`src/bsm_pkg.sv`:
```
package bsm_pkg;

    ////////////////////////////////////////////////////////////////////////////
    // register indices; the byte address on the bus is four times the index
    localparam logic [11:0] BSM_IDX_CTRL   = 12'hf52;
    localparam logic [11:0] BSM_IDX_UPPER  = 12'hf53;
    localparam logic [11:0] BSM_IDX_LOWER  = 12'hf54;
    localparam logic [11:0] BSM_IDX_STATE  = 12'hf55;
    localparam logic [11:0] BSM_IDX_MODE   = 12'hf56;
    localparam int          BSM_ADDR_W     = 14;

    ////////////////////////////////////////////////////////////////////////////
    // reset values and field positions
    localparam logic [7:0]  BSM_RELOAD_RST = 8'hff;
    localparam logic [7:0]  BSM_FLAGS_RST  = 8'h02;
    localparam int          BSM_ON_BIT     = 7;
    localparam int          BSM_TSEL_BIT   = 4;
    localparam int          BSM_RSEL_BIT   = 0;
    localparam int          BSM_F_VALID    = 7;
    localparam int          BSM_F_REPLY    = 6;
    localparam int          BSM_F_ADDR     = 5;
    localparam int          BSM_F_DATA     = 4;
    localparam int          BSM_F_TEN      = 3;
    localparam int          BSM_F_RSTART   = 2;
    localparam int          BSM_F_SCLDRV   = 1;
    localparam int          BSM_F_BUSY     = 0;

    ////////////////////////////////////////////////////////////////////////////
    // substates and counter terminal
    localparam logic [3:0]  BSM_SUB_MSB    = 4'h7;
    localparam logic [3:0]  BSM_SUB_LSB    = 4'h0;
    localparam logic [3:0]  BSM_SUB_ACK    = 4'h8;
    localparam logic [3:0]  BSM_SUB_NONE   = 4'h0;
    localparam logic [3:0]  BSM_SUB_RESTRT = 4'h1;
    localparam logic [15:0] BSM_CNT_TERM   = 16'h0001;

    typedef enum logic [3:0] {
        BSM_IDLE    = 4'h0,
        BSM_S_START = 4'h1,
        BSM_S_BYST  = 4'h2,
        BSM_S_WAIT  = 4'h3,
        BSM_M_STOP2 = 4'h4,
        BSM_M_START = 4'h5,
        BSM_M_STOP1 = 4'h6,
        BSM_M_WAIT  = 4'h7,
        BSM_S_TX    = 4'h8,
        BSM_S_RX    = 4'h9,
        BSM_S_ADR1  = 4'ha,
        BSM_S_ADR2  = 4'hb,
        BSM_M_TX    = 4'hc,
        BSM_M_RX    = 4'hd,
        BSM_M_ADR1  = 4'he,
        BSM_M_ADR2  = 4'hf
    } bsm_main_t;

endpackage

```
`src/bsm_baud_gen.sv`:
```
`timescale 1ns/1ps
module bsm_baud_gen
    import bsm_pkg::*;
#(
    parameter int W = 16
)(
    // clock and reset
    input  wire logic         ref_clk,
    input  wire logic         rstn,
    // control
    input  wire logic         run,
    input  wire logic [W-1:0] reload_value,
    // live count and quarter-bit tick
    output logic      [W-1:0] count,
    output logic              tick
);

    ////////////////////////////////////////////////////////////////////////////
    // a zero reload wraps through all ones, so it lasts 2**W cycles
    logic [W-1:0] count_reg;

    always_ff @(posedge ref_clk or negedge rstn)
    begin
        if (!rstn)
            count_reg <= '1;
        else if (!run)
            count_reg <= reload_value;
        else if (count_reg == W'(BSM_CNT_TERM))
            count_reg <= reload_value;
        else
            count_reg <= count_reg - W'(1);
    end

    assign count = count_reg;
    // combinational tick; one cycle in every reload cycles
    assign tick  = run && (count_reg == W'(BSM_CNT_TERM));

endmodule

```
`src/bsm_line_mon.sv`:
```
`timescale 1ns/1ps
module bsm_line_mon
    import bsm_pkg::*;
(
    // clock and reset
    input  wire logic ref_clk,
    input  wire logic rstn,
    // bus pins, asynchronous
    input  wire logic scl_in,
    input  wire logic sda_in,
    // detected bus conditions
    output logic      start_det,
    output logic      stop_det,
    output logic      busy
);

    ////////////////////////////////////////////////////////////////////////////
    // index 0 is the clock line, index 1 the data line
    logic [1:0] meta_reg;
    logic [1:0] sync_reg;
    logic [1:0] prev_reg;
    logic       busy_reg;

    always_ff @(posedge ref_clk or negedge rstn)
    begin
        if (!rstn)
        begin
            meta_reg <= 2'h3;
            sync_reg <= 2'h3;
            prev_reg <= 2'h3;
        end
        else
        begin
            meta_reg <= {sda_in, scl_in};
            sync_reg <= meta_reg;
            prev_reg <= sync_reg;
        end
    end

    // data edge while the clock line stays high
    assign start_det = sync_reg[0] && prev_reg[0] && prev_reg[1] && !sync_reg[1];
    assign stop_det  = sync_reg[0] && prev_reg[0] && !prev_reg[1] && sync_reg[1];

    always_ff @(posedge ref_clk or negedge rstn)
    begin
        if (!rstn)
            busy_reg <= 1'b0;
        else if (start_det)
            busy_reg <= 1'b1;
        else if (stop_det)
            busy_reg <= 1'b0;
    end

    assign busy = busy_reg;

endmodule

```
`src/bsm_top.sv`:
```
// Operation
// - reload value is upper byte on bits 15..8 and lower byte on 7..0
// - bit rate is system clock over four times the reload value
// - a zero reload counts as 65536
// - with readback_select set, reload byte reads return live counter bytes
// - state register is read-only; readback_select picks machine state over flags
// - diagnostic read gives main_state on bits 7..4, sub_state on 3..0
// - normal read gives eight status flags; only clock_line_drive resets high
// - main_state 0, 1, 2 are idle, slave start and slave bystander
// - main_state 3 is slave waiting for stop or restart after not-acknowledge
// - main_state 5 start, 6 first stop phase, 4 second stop phase
// - master not-acknowledge enters state 7 until software asks stop or start
// - states 8 to b are slave transmit, receive, address one, address two
// - states c to f are master transmit, receive, address one, address two
// - in byte phases sub_state counts bits from 7 down to 0
// - sub_state 8 marks the acknowledge bit, nine substates per byte
// - states without substates always show sub_state 0
// - in state 5, sub_state 0 is fresh start, 1 is repeated start
// - readback_select is bit 0 of the mode register
// - disabled with timer select set, generator runs and pulses at count one
// - timer select is ignored while controller_on is set
`timescale 1ns/1ps
module bsm_top
    import bsm_pkg::*;
(
    // clock and reset
    input  wire logic                  ref_clk,
    input  wire logic                  rstn,
    // avalon-mm slave
    input  wire logic [BSM_ADDR_W-1:0] address,
    input  wire logic                  read,
    input  wire logic                  write,
    input  wire logic [31:0]           writedata,
    input  wire logic [3:0]            byteenable,
    output logic      [31:0]           readdata,
    output logic                       waitrequest,
    // bus pins
    input  wire logic                  scl_in,
    input  wire logic                  sda_in,
    // byte engine events, same clock
    input  wire logic                  bit_strobe,
    input  wire logic                  reply_bit,
    input  wire logic                  addr_hit,
    input  wire logic                  read_dir,
    input  wire logic                  ten_bit_mode,
    input  wire logic                  start_req,
    input  wire logic                  stop_req,
    input  wire logic                  clock_drive,
    // timing and observation
    output logic                       quarter_tick,
    output logic                       timer_irq,
    output logic                       controller_on,
    output logic      [3:0]            main_state,
    output logic      [3:0]            sub_state
);

    ////////////////////////////////////////////////////////////////////////////
    // bus slave: one wait cycle, read data captured on the first edge
    logic        ack_reg;
    logic [31:0] rdata_reg;
    logic        on_reg;
    logic        tsel_reg;
    logic        rsel_reg;
    logic [7:0]  upper_reg;
    logic [7:0]  lower_reg;
    logic [15:0] reload_value;
    logic [15:0] count;
    logic        run;
    logic        start_det;
    logic        stop_det;
    logic        busy;
    logic [7:0]  flags;
    logic [7:0]  rd_byte;
    logic        wr_go;

    function automatic logic hit(input logic [11:0] idx, input logic [BSM_ADDR_W-1:0] a);
        hit = (a[1:0] == 2'h0) && (a[BSM_ADDR_W-1:2] == idx);
    endfunction

    assign waitrequest = (read || write) && !ack_reg;
    assign wr_go       = write && ack_reg && byteenable[0];

    always_ff @(posedge ref_clk or negedge rstn)
    begin
        if (!rstn)
            ack_reg <= 1'b0;
        else
            ack_reg <= (read || write) && !ack_reg;
    end

    always_comb
    begin
        rd_byte = 8'h00;
        if (hit(BSM_IDX_CTRL, address))
            rd_byte = {on_reg, 2'h0, tsel_reg, 4'h0};
        else if (hit(BSM_IDX_UPPER, address))
            rd_byte = rsel_reg ? count[15:8] : upper_reg;
        else if (hit(BSM_IDX_LOWER, address))
            rd_byte = rsel_reg ? count[7:0] : lower_reg;
        else if (hit(BSM_IDX_STATE, address))
            rd_byte = rsel_reg ? {main_state, sub_state} : flags;
        else if (hit(BSM_IDX_MODE, address))
            rd_byte = {7'h00, rsel_reg};
    end

    always_ff @(posedge ref_clk or negedge rstn)
    begin
        if (!rstn)
            rdata_reg <= 32'h0000_0000;
        else if (read && !ack_reg)
            rdata_reg <= {24'h00_0000, rd_byte};
    end

    assign readdata = rdata_reg;

    ////////////////////////////////////////////////////////////////////////////
    // software registers; the state register has no write path
    always_ff @(posedge ref_clk or negedge rstn)
    begin
        if (!rstn)
        begin
            upper_reg <= BSM_RELOAD_RST;
            lower_reg <= BSM_RELOAD_RST;
        end
        else if (wr_go && hit(BSM_IDX_UPPER, address))
            upper_reg <= writedata[7:0];
        else if (wr_go && hit(BSM_IDX_LOWER, address))
            lower_reg <= writedata[7:0];
    end

    always_ff @(posedge ref_clk or negedge rstn)
    begin
        if (!rstn)
        begin
            on_reg   <= 1'b0;
            tsel_reg <= 1'b0;
        end
        else if (wr_go && hit(BSM_IDX_CTRL, address))
        begin
            on_reg   <= writedata[BSM_ON_BIT];
            tsel_reg <= writedata[BSM_TSEL_BIT];
        end
    end

    always_ff @(posedge ref_clk or negedge rstn)
    begin
        if (!rstn)
            rsel_reg <= 1'b0;
        else if (wr_go && hit(BSM_IDX_MODE, address))
            rsel_reg <= writedata[BSM_RSEL_BIT];
    end

    assign controller_on = on_reg;

    ////////////////////////////////////////////////////////////////////////////
    // baud generator; a timer only while the controller is off
    assign reload_value = {upper_reg, lower_reg};
    assign run          = on_reg || tsel_reg;

    bsm_baud_gen #(
        .W            (16)
    ) u_baud (
        .ref_clk      (ref_clk),
        .rstn         (rstn),
        .run          (run),
        .reload_value (reload_value),
        .count        (count),
        .tick         (quarter_tick)
    );

    // pulse per period as an extra timer
    assign timer_irq = quarter_tick && !on_reg && tsel_reg;

    bsm_line_mon u_line (
        .ref_clk   (ref_clk),
        .rstn      (rstn),
        .scl_in    (scl_in),
        .sda_in    (sda_in),
        .start_det (start_det),
        .stop_det  (stop_det),
        .busy      (busy)
    );

    ////////////////////////////////////////////////////////////////////////////
    // controller state machine
    bsm_main_t main_reg;
    bsm_main_t main_next;
    logic [3:0] sub_reg;
    logic [3:0] sub_next;
    logic       byte_end;

    assign byte_end = main_reg[3] && bit_strobe && (sub_reg == BSM_SUB_ACK);

    always_comb
    begin
        main_next = main_reg;
        sub_next  = sub_reg;
        case (main_reg)
            BSM_IDLE:
            begin
                if (start_det)
                    main_next = BSM_S_START;
                else if (start_req && !busy)
                    main_next = BSM_M_START;
                sub_next = BSM_SUB_NONE;
            end
            BSM_S_START:
            begin
                main_next = BSM_S_ADR1;
                sub_next  = BSM_SUB_MSB;
            end
            BSM_S_BYST, BSM_S_WAIT:
            begin
                // stays put, ignoring traffic, until the bus frees or restarts
                if (stop_det)
                    main_next = BSM_IDLE;
                else if (start_det)
                    main_next = BSM_S_START;
            end
            BSM_M_START:
            begin
                if (quarter_tick)
                begin
                    main_next = BSM_M_ADR1;
                    sub_next  = BSM_SUB_MSB;
                end
            end
            BSM_M_STOP1:
            begin
                if (quarter_tick)
                    main_next = BSM_M_STOP2;
            end
            BSM_M_STOP2:
            begin
                if (quarter_tick)
                    main_next = BSM_IDLE;
            end
            BSM_M_WAIT:
            begin
                if (stop_req)
                    main_next = BSM_M_STOP1;
                else if (start_req)
                begin
                    main_next = BSM_M_START;
                    sub_next  = BSM_SUB_RESTRT;
                end
            end
            BSM_S_TX, BSM_S_RX, BSM_S_ADR1, BSM_S_ADR2,
            BSM_M_TX, BSM_M_RX, BSM_M_ADR1, BSM_M_ADR2:
            begin
                if (!main_reg[2] && stop_det)
                begin
                    main_next = BSM_IDLE;
                    sub_next  = BSM_SUB_NONE;
                end
                else if (!main_reg[2] && start_det)
                begin
                    main_next = BSM_S_START;
                    sub_next  = BSM_SUB_NONE;
                end
                else if (bit_strobe && sub_reg == BSM_SUB_LSB)
                    sub_next = BSM_SUB_ACK;
                else if (bit_strobe && sub_reg != BSM_SUB_ACK)
                    sub_next = sub_reg - 4'h1;
                else if (byte_end)
                begin
                    sub_next = BSM_SUB_MSB;
                    case (main_reg)
                        BSM_S_ADR1, BSM_S_ADR2:
                        begin
                            if (!addr_hit)
                                main_next = BSM_S_BYST;
                            else if (main_reg == BSM_S_ADR1 && ten_bit_mode)
                                main_next = BSM_S_ADR2;
                            else
                                main_next = read_dir ? BSM_S_TX : BSM_S_RX;
                        end
                        BSM_S_TX, BSM_S_RX:
                        begin
                            if (reply_bit)
                                main_next = BSM_S_WAIT;
                        end
                        BSM_M_ADR1, BSM_M_ADR2:
                        begin
                            if (reply_bit)
                                main_next = BSM_M_WAIT;
                            else if (main_reg == BSM_M_ADR1 && ten_bit_mode)
                                main_next = BSM_M_ADR2;
                            else
                                main_next = read_dir ? BSM_M_RX : BSM_M_TX;
                        end
                        default:
                        begin
                            if (reply_bit)
                                main_next = BSM_M_WAIT;
                            else if (stop_req)
                                main_next = BSM_M_STOP1;
                            else if (start_req)
                                main_next = BSM_M_START;
                        end
                    endcase
                    if (!main_next[3])
                        sub_next = (main_next == BSM_M_START) ? BSM_SUB_RESTRT : BSM_SUB_NONE;
                end
            end
            default:
            begin
                main_next = BSM_IDLE;
                sub_next  = BSM_SUB_NONE;
            end
        endcase
    end

    always_ff @(posedge ref_clk or negedge rstn)
    begin
        if (!rstn)
        begin
            main_reg <= BSM_IDLE;
            sub_reg  <= BSM_SUB_NONE;
        end
        else if (!on_reg)
        begin
            main_reg <= BSM_IDLE;
            sub_reg  <= BSM_SUB_NONE;
        end
        else
        begin
            main_reg <= main_next;
            sub_reg  <= sub_next;
        end
    end

    assign main_state = main_reg;
    assign sub_state  = sub_reg;

    ////////////////////////////////////////////////////////////////////////////
    // status flags for normal readback
    logic valid_reg;
    logic reply_reg;
    logic ten_reg;
    logic rstart_reg;
    logic scl_reg;

    always_ff @(posedge ref_clk or negedge rstn)
    begin
        if (!rstn)
        begin
            valid_reg <= 1'b0;
            reply_reg <= 1'b0;
        end
        else if (byte_end)
        begin
            valid_reg <= 1'b1; // set wins over the clear below
            reply_reg <= reply_bit;
        end
        else if (bit_strobe && sub_reg == BSM_SUB_MSB)
            valid_reg <= 1'b0;
    end

    always_ff @(posedge ref_clk or negedge rstn)
    begin
        if (!rstn)
            ten_reg <= 1'b0;
        else if (byte_end && (main_reg == BSM_S_ADR1 || main_reg == BSM_M_ADR1))
            ten_reg <= ten_bit_mode;
        else if (main_reg == BSM_IDLE)
            ten_reg <= 1'b0;
    end

    always_ff @(posedge ref_clk or negedge rstn)
    begin
        if (!rstn)
            rstart_reg <= 1'b0;
        else if ((start_det && busy) || (main_next == BSM_M_START && sub_next == BSM_SUB_RESTRT))
            rstart_reg <= 1'b1;
        else if (stop_det)
            rstart_reg <= 1'b0;
    end

    always_ff @(posedge ref_clk or negedge rstn)
    begin
        if (!rstn)
            scl_reg <= 1'b1;
        else
            scl_reg <= clock_drive;
    end

    assign flags = {valid_reg, reply_reg, main_reg[3] && main_reg[1],
                    main_reg[3] && !main_reg[1], ten_reg, rstart_reg, scl_reg, busy};

    ////////////////////////////////////////////////////////////////////////////
    // checks; a cycle count bounds the second stop phase, a long delay range would be unrolled
    logic [16:0] stop2_cyc_reg;

    always_ff @(posedge ref_clk or negedge rstn)
    begin
        if (!rstn)
            stop2_cyc_reg <= 17'h0_0000;
        else if (main_reg == BSM_M_STOP2)
            stop2_cyc_reg <= stop2_cyc_reg + 17'h0_0001;
        else
            stop2_cyc_reg <= 17'h0_0000;
    end
endmodule

```
`config.mk`:
```
export PLATFORM = sky130hd
export DESIGN_NAME = bsm_top
export DESIGN_NICKNAME = d
export VERILOG_FILES = /design/src/bsm_pkg.sv /design/src/bsm_baud_gen.sv /design/src/bsm_line_mon.sv /design/src/bsm_top.sv
export SDC_FILE = /design/constraint.sdc
export NUM_CORES = 1
export LEC_CHECK = 0
export ABC_AREA = 1
export BUFFER_PORTS_ARGS = -buffer_cell sky130_fd_sc_hd__buf_2
export CAP_MARGIN = 20
export CORE_MARGIN = 1.5
export CORE_UTILIZATION = 54
export CTS_CLUSTER_DIAMETER = 200
export DETAILED_ROUTE_END_ITERATION = 8
export PLACE_DENSITY = 0.81
export REMOVE_ABC_BUFFERS = 1
export SETUP_SLACK_MARGIN = 0.4
export SLEW_MARGIN = 20
export SYNTH_ARGS = -nofsm -noshare
export SYNTH_HDL_FRONTEND = slang
export SYNTH_SLANG_ARGS = --single-unit
```
`constraint.sdc`:
```
create_clock -name ref_clk -period 2.3 [get_ports ref_clk]
set_clock_uncertainty 0.15 [all_clocks]
set_input_delay 0.46 -clock ref_clk [delete_from_list [all_inputs] [get_ports ref_clk]]
set_output_delay 0.46 -clock ref_clk [all_outputs]
set_load 0.1 [all_outputs]
```
Word level (Yosys, flattened, before mapping)
Index checks and enable logic that the tools add are counted.

Logic and storage cells: 169. Register bits after elaboration: 64. Output and inout bits: 44.

Equal/unequal tests: 27. Bitwise logic cells: 1. Multiplexer cells: 60. Reductions and logical operators: 60. Add/sub/neg operators: 2.

Operator list (count): 2-to-1 mux 4 bit (34); == test 12 bit, second input constant (5); 2-to-1 mux 8 bit (7); == test 4 bit, second input constant (9); logical AND 1 bit (36); 2-to-1 mux 16 bit (2); one-hot mux 4 bit (8 select lines) (1); == test 4 x 3 -> 1 bit, second input constant (7); one-hot mux 4 bit (5 select lines) (1); == test 16 x 1 -> 1 bit, second input constant (1); subtractor 16 x 1 -> 16 bit, second input constant (1); one-hot mux 4 bit (3 select lines) (1); 2-to-1 mux 1 bit (11); == test 4 x 1 -> 1 bit, second input constant (2); == test 4 x 2 -> 1 bit, second input constant (2); logical NOT 4 bit (2); nonzero test 2 bit (4); OR reduction 2 bit (4); OR reduction 8 bit (1); logical NOT 1 bit (7); logical OR 1 bit (4); 2-to-1 mux 2 bit (2); inequality test 4 bit, second input constant (1); subtractor 4 x 1 -> 4 bit, second input constant (1); other kinds (4) (4).

Logic depth before layout (Yosys ltp)
Word-level depth: 24. Depth in mapped cells: 16. Mapped depth without buffers: 16.

Modules after synthesis
A second synthesis with hierarchy kept.

Cells, all modules: 657. Area total of the unflattened synthesis: 4514.3 um2.

Modules (own cells, without submodules): bsm_top (seq. area each 1047.3 um2, cells an instance 461, instances 1, area each 3115.5 um2); bsm_baud_gen (seq. area each 420.4 um2, cells an instance 179, instances 1, area each 1174.9 um2); bsm_line_mon (seq. area each 182.7 um2, cells an instance 17, instances 1, area each 224.0 um2).

Worst setup path before layout
No wires, ideal clock.

Kind: reg-to-output. Start point: register u_baud.count_reg[0] (netlist: u_baud.count[0]). End point: output timer_irq. Slack: -1.376 ns. Required time: 1.690 ns. Cell stages (with the launch flop): 6. Arrival time: 3.066 ns. Cells stage by stage: dfstp_2 -> ha_1 -> inv_1 -> nor4_1 -> nand4_1 -> nor3_1.

Cells in the longest elaborated chain, start to end: 4.

RTL lines: from (decl) (line bsm_baud_gen.sv:20) `logic [W-1:0] count_reg;`; from (signal assigned) (line bsm_baud_gen.sv:27) `count_reg <= reload_value;`; from (signal assigned) (line bsm_baud_gen.sv:29) `count_reg <= reload_value;`; from (signal assigned) (line bsm_baud_gen.sv:31) `count_reg <= count_reg - W'(1);`; == test 16 x 1 -> 1 bit (line bsm_baud_gen.sv:36) `assign tick = run && (count_reg == W'(BSM_CNT_TERM));`; logical AND 1 bit (line bsm_baud_gen.sv:36); logical AND 1 bit (2 in a row) (line bsm_top.sv:172) `assign timer_irq = quarter_tick && !on_reg && tsel_reg;`; to (decl) (line bsm_top.sv:51) `output logic timer_irq,`.

Every way passes these cells.

Final worst setup path
Same ends and word-level chain as after synthesis.

==> impl_metrics.tcl <==
set metrics [dict create \
    status "finished, violations left" \
    violations "negative setup slack" \
    post-synth-top-count-cell "nand2_1" \
    detailed_place_hpwl_um 8460 \
    path_clk_slew_ns 0.07 \
    setup_ws_ns -0.197 \
    synth_commonest_cells "nand2_1, inv_1, nor2_1" \
    grt_max_degree 65 \
    first_pass_iters 5 \
    fin_cells 802 \
    antenna_found_initial 0 \
    arrival_ns 1.89 \
    cpPeakStageDelay_ns 0.56 \
    fill_cells 635 \
    critPathSlowestCell "dfstp_2" \
    clock-root-buffer "clkbuf_8" \
    crit_chain "ha_4 -> inv_2 -> nor4_2 -> nand4_1 -> nor3_2 -> buf_4 -> buf_12" \
    insertion_delay_ns 0.35 \
    placed_cells 764 \
    p_leak_nw 2.70 \
    yosys.area.top_type "dfstp_2" \
    rsz0062_at_grt "true" \
    power_density_nw_per_um2 454 \
    required_ns 1.69 \
    vias 4455 \
    clock_sinks 64 \
    drt_iter0_markers 259 \
    timing.fmax_mhz 400 \
    grt_usage 0.279 \
    worstSetupEndpointType "output port" \
    cts_tree "yes" \
    wire_per_inst_um 15.4 \
    fp.dieW_um 92.7 \
    rows 32 \
    fin_util 0.703 \
    place_ws_ns 0.0784 \
    synth.area.top_cells "dfstp_2, dfrtp_1, nand2_1" \
    cts_buffers 9 \
    port_buffers 56 \
    synth_top_area_frac 0.236 \
    holdWs_ns 0.0556 \
    drv_cap 0 \
    largest_register_ffs 16 \
    min_period_over_period 1.09 \
    gp_congestion 0.940 \
    initial_core_util 0.559 \
    ys.flop_type "dfstp_2" \
    area_growth_pct 25.7 \
    cts_max_path_buffers 2 \
    drv_slew 0 \
    cts_max_level 3 \
    wl_um 12300 \
    finalPower_mw 2.48 \
    hold_class "in2reg" \
    postRouteAntennaNets 0 \
    coreArea_um2 7770 \
    grt-ovfl-total 0 \
    critical_path_class "reg2out" \
    ys_ff_latch 64 \
    grt_pass1_vias 4157 \
    syn_area_per_cell_um2 7.21 \
    num_antenna_cells 0 \
    critPathLaunchType "register" \
    setup_viol 2 \
    async_flop_share 1.00 \
    die_area_um2 8590 \
    fin_crit_ns 2.50 \
    synth_cell_types 45 \
    synth_edf_count 0 \
    syn_inst 602 \
    syn_area_um2 4340 \
    r2r_setup_slack_ns 0.03 \
    cp_max_fo 2 \
    ir_worst_vdd_mv 0.402 \
    final-hold-violation-count 0 \
    grt_pass1_wl_um 19000 \
    die_h_um 92.7 \
    avgViaCountPerCell 5.55 \
    drive_gt1_frac 0.343 \
    drc 0 \
    num-nets-final 764 \
    pin_count 108 \
    ys_seq_area_frac 0.380 \
    yosysWarnings 0 \
]
==> layer usage <==
metal,vias to the layer above,track usage,wire (um)
li1,2107,-,-
met1,2125,0.346,4890
met2,188,0.498,6440
met3,35,0.0427,666
met4,0,0.0859,337
met5,-,0,0
==> cell type report <==
cell class | count | area (um^2) | share of cell area
timing repair inverter | 1 | 7.51 | 0.00138
sequential | 64 | 1660 | 0.303
clock inverter | 4 | 45.0 | 0.00825
multi-input combinational | 448 | 2470 | 0.453
tap | 102 | 128 | 0.0234
inverter | 77 | 300 | 0.0550
timing repair buffer | 94 | 707 | 0.129
clock buffer | 12 | 145 | 0.0266
==> power breakdown <==
part / switching [mW] / leakage [nW] / internal, mW / total, mW
Combinational: 0.296 / 1.87 / 0.0632 / 0.359
Sequential: 0.00848 / 0.735 / 1.15 / 1.16
Clock: 0.434 / 0.100 / 0.525 / 0.960
==> worst paths after layout <==
| kind | depth (start not counted) | from | endpoint |
|---|---|---|---|
| max | 7 | u_baud.count[0] | timer_irq |
| min | 1 | scl_in | u_line.meta_reg[0] |
| max reg2reg | 11 | u_baud.count[0] | sub_state[0] |
| min reg2reg | 0 | u_line.meta_reg[1] | u_line.sync_reg[1] |
| max in group asynchronous | 3 | rstn | u_baud.count[11] |
| min in group asynchronous | 3 | rstn | readdata[4] |
==> cells in the final DEF (no fill, tap or decap), types with 3 or more instances in the layout <==
cell type  instances
a21oi_1           14
buf_12             4
dfrtp_2            4
inv_1             60
nor2_1            53
nand3_2            8
nor3_1             7
nor2_4             8
mux2i_1            5
o211ai_1           6
nand2_2           18
a31oi_1            5
clkbuf_8          10
inv_4              3
nand3_1           18
nand4_1           10
ha_1               4
xor2_1             6
dfstp_2           39
o221ai_1           5
conb_1            24
buf_6              9
buf_4             28
xnor2_1            3
clkinv_2           3
inv_2             13
o21ai_1           21
o21ai_0           41
nor2_2             9
nand2_1          144
dfrtp_1           21
buf_2             47
a21oi_2            8
o21ai_2            5
==> per-stage QoR <==
step | TNS, ns | area, um^2
finish | -0.330 | 5460
global route | -0.469 | 5460
CTS | -0.210 | 5110
detailed placement | 0 | 4770
global placement | 0 | 4770
floorplan | -3.12 | 4180
==> logic make-up (layout without fill, tap and decap cells) <==
family,after synthesis,after routing,share of synthesized area
and+or+nand+nor,292,292,0.302
AOI/OAI and AO/OA,113,113,0.150
muxes,5,5,0.0115
DFF,64,64,0.380
xor gates and xnor gates,9,9,0.0182
buffers and inverters,113,188,0.123
adders and majority gates,5,5,0.0144
other,1,24,0.000864
==> timing repair <==
item / 4_1_cts / 5_1_grt
setup buffers: 7 / 12
gates cloned: 0 / 2
gates resized for setup: 33 / 60
setup endpoints to repair: 19 / 28
hold buffers: 1 / 0
pin swaps: 12 / 23
hold endpoints to repair: 25 / 0
==> worst max-delay path: cells and delay by family (launching register included) <==
kind / cells / cell delay, ns
adder cells (fa/ha/maj): 1 / 0.13
buffers and inverters: 3 / 0.35
flip-flops: 1 / 0.56
AND/OR/NAND/NOR: 3 / 0.50
Power figures use the tool's default switching activity.
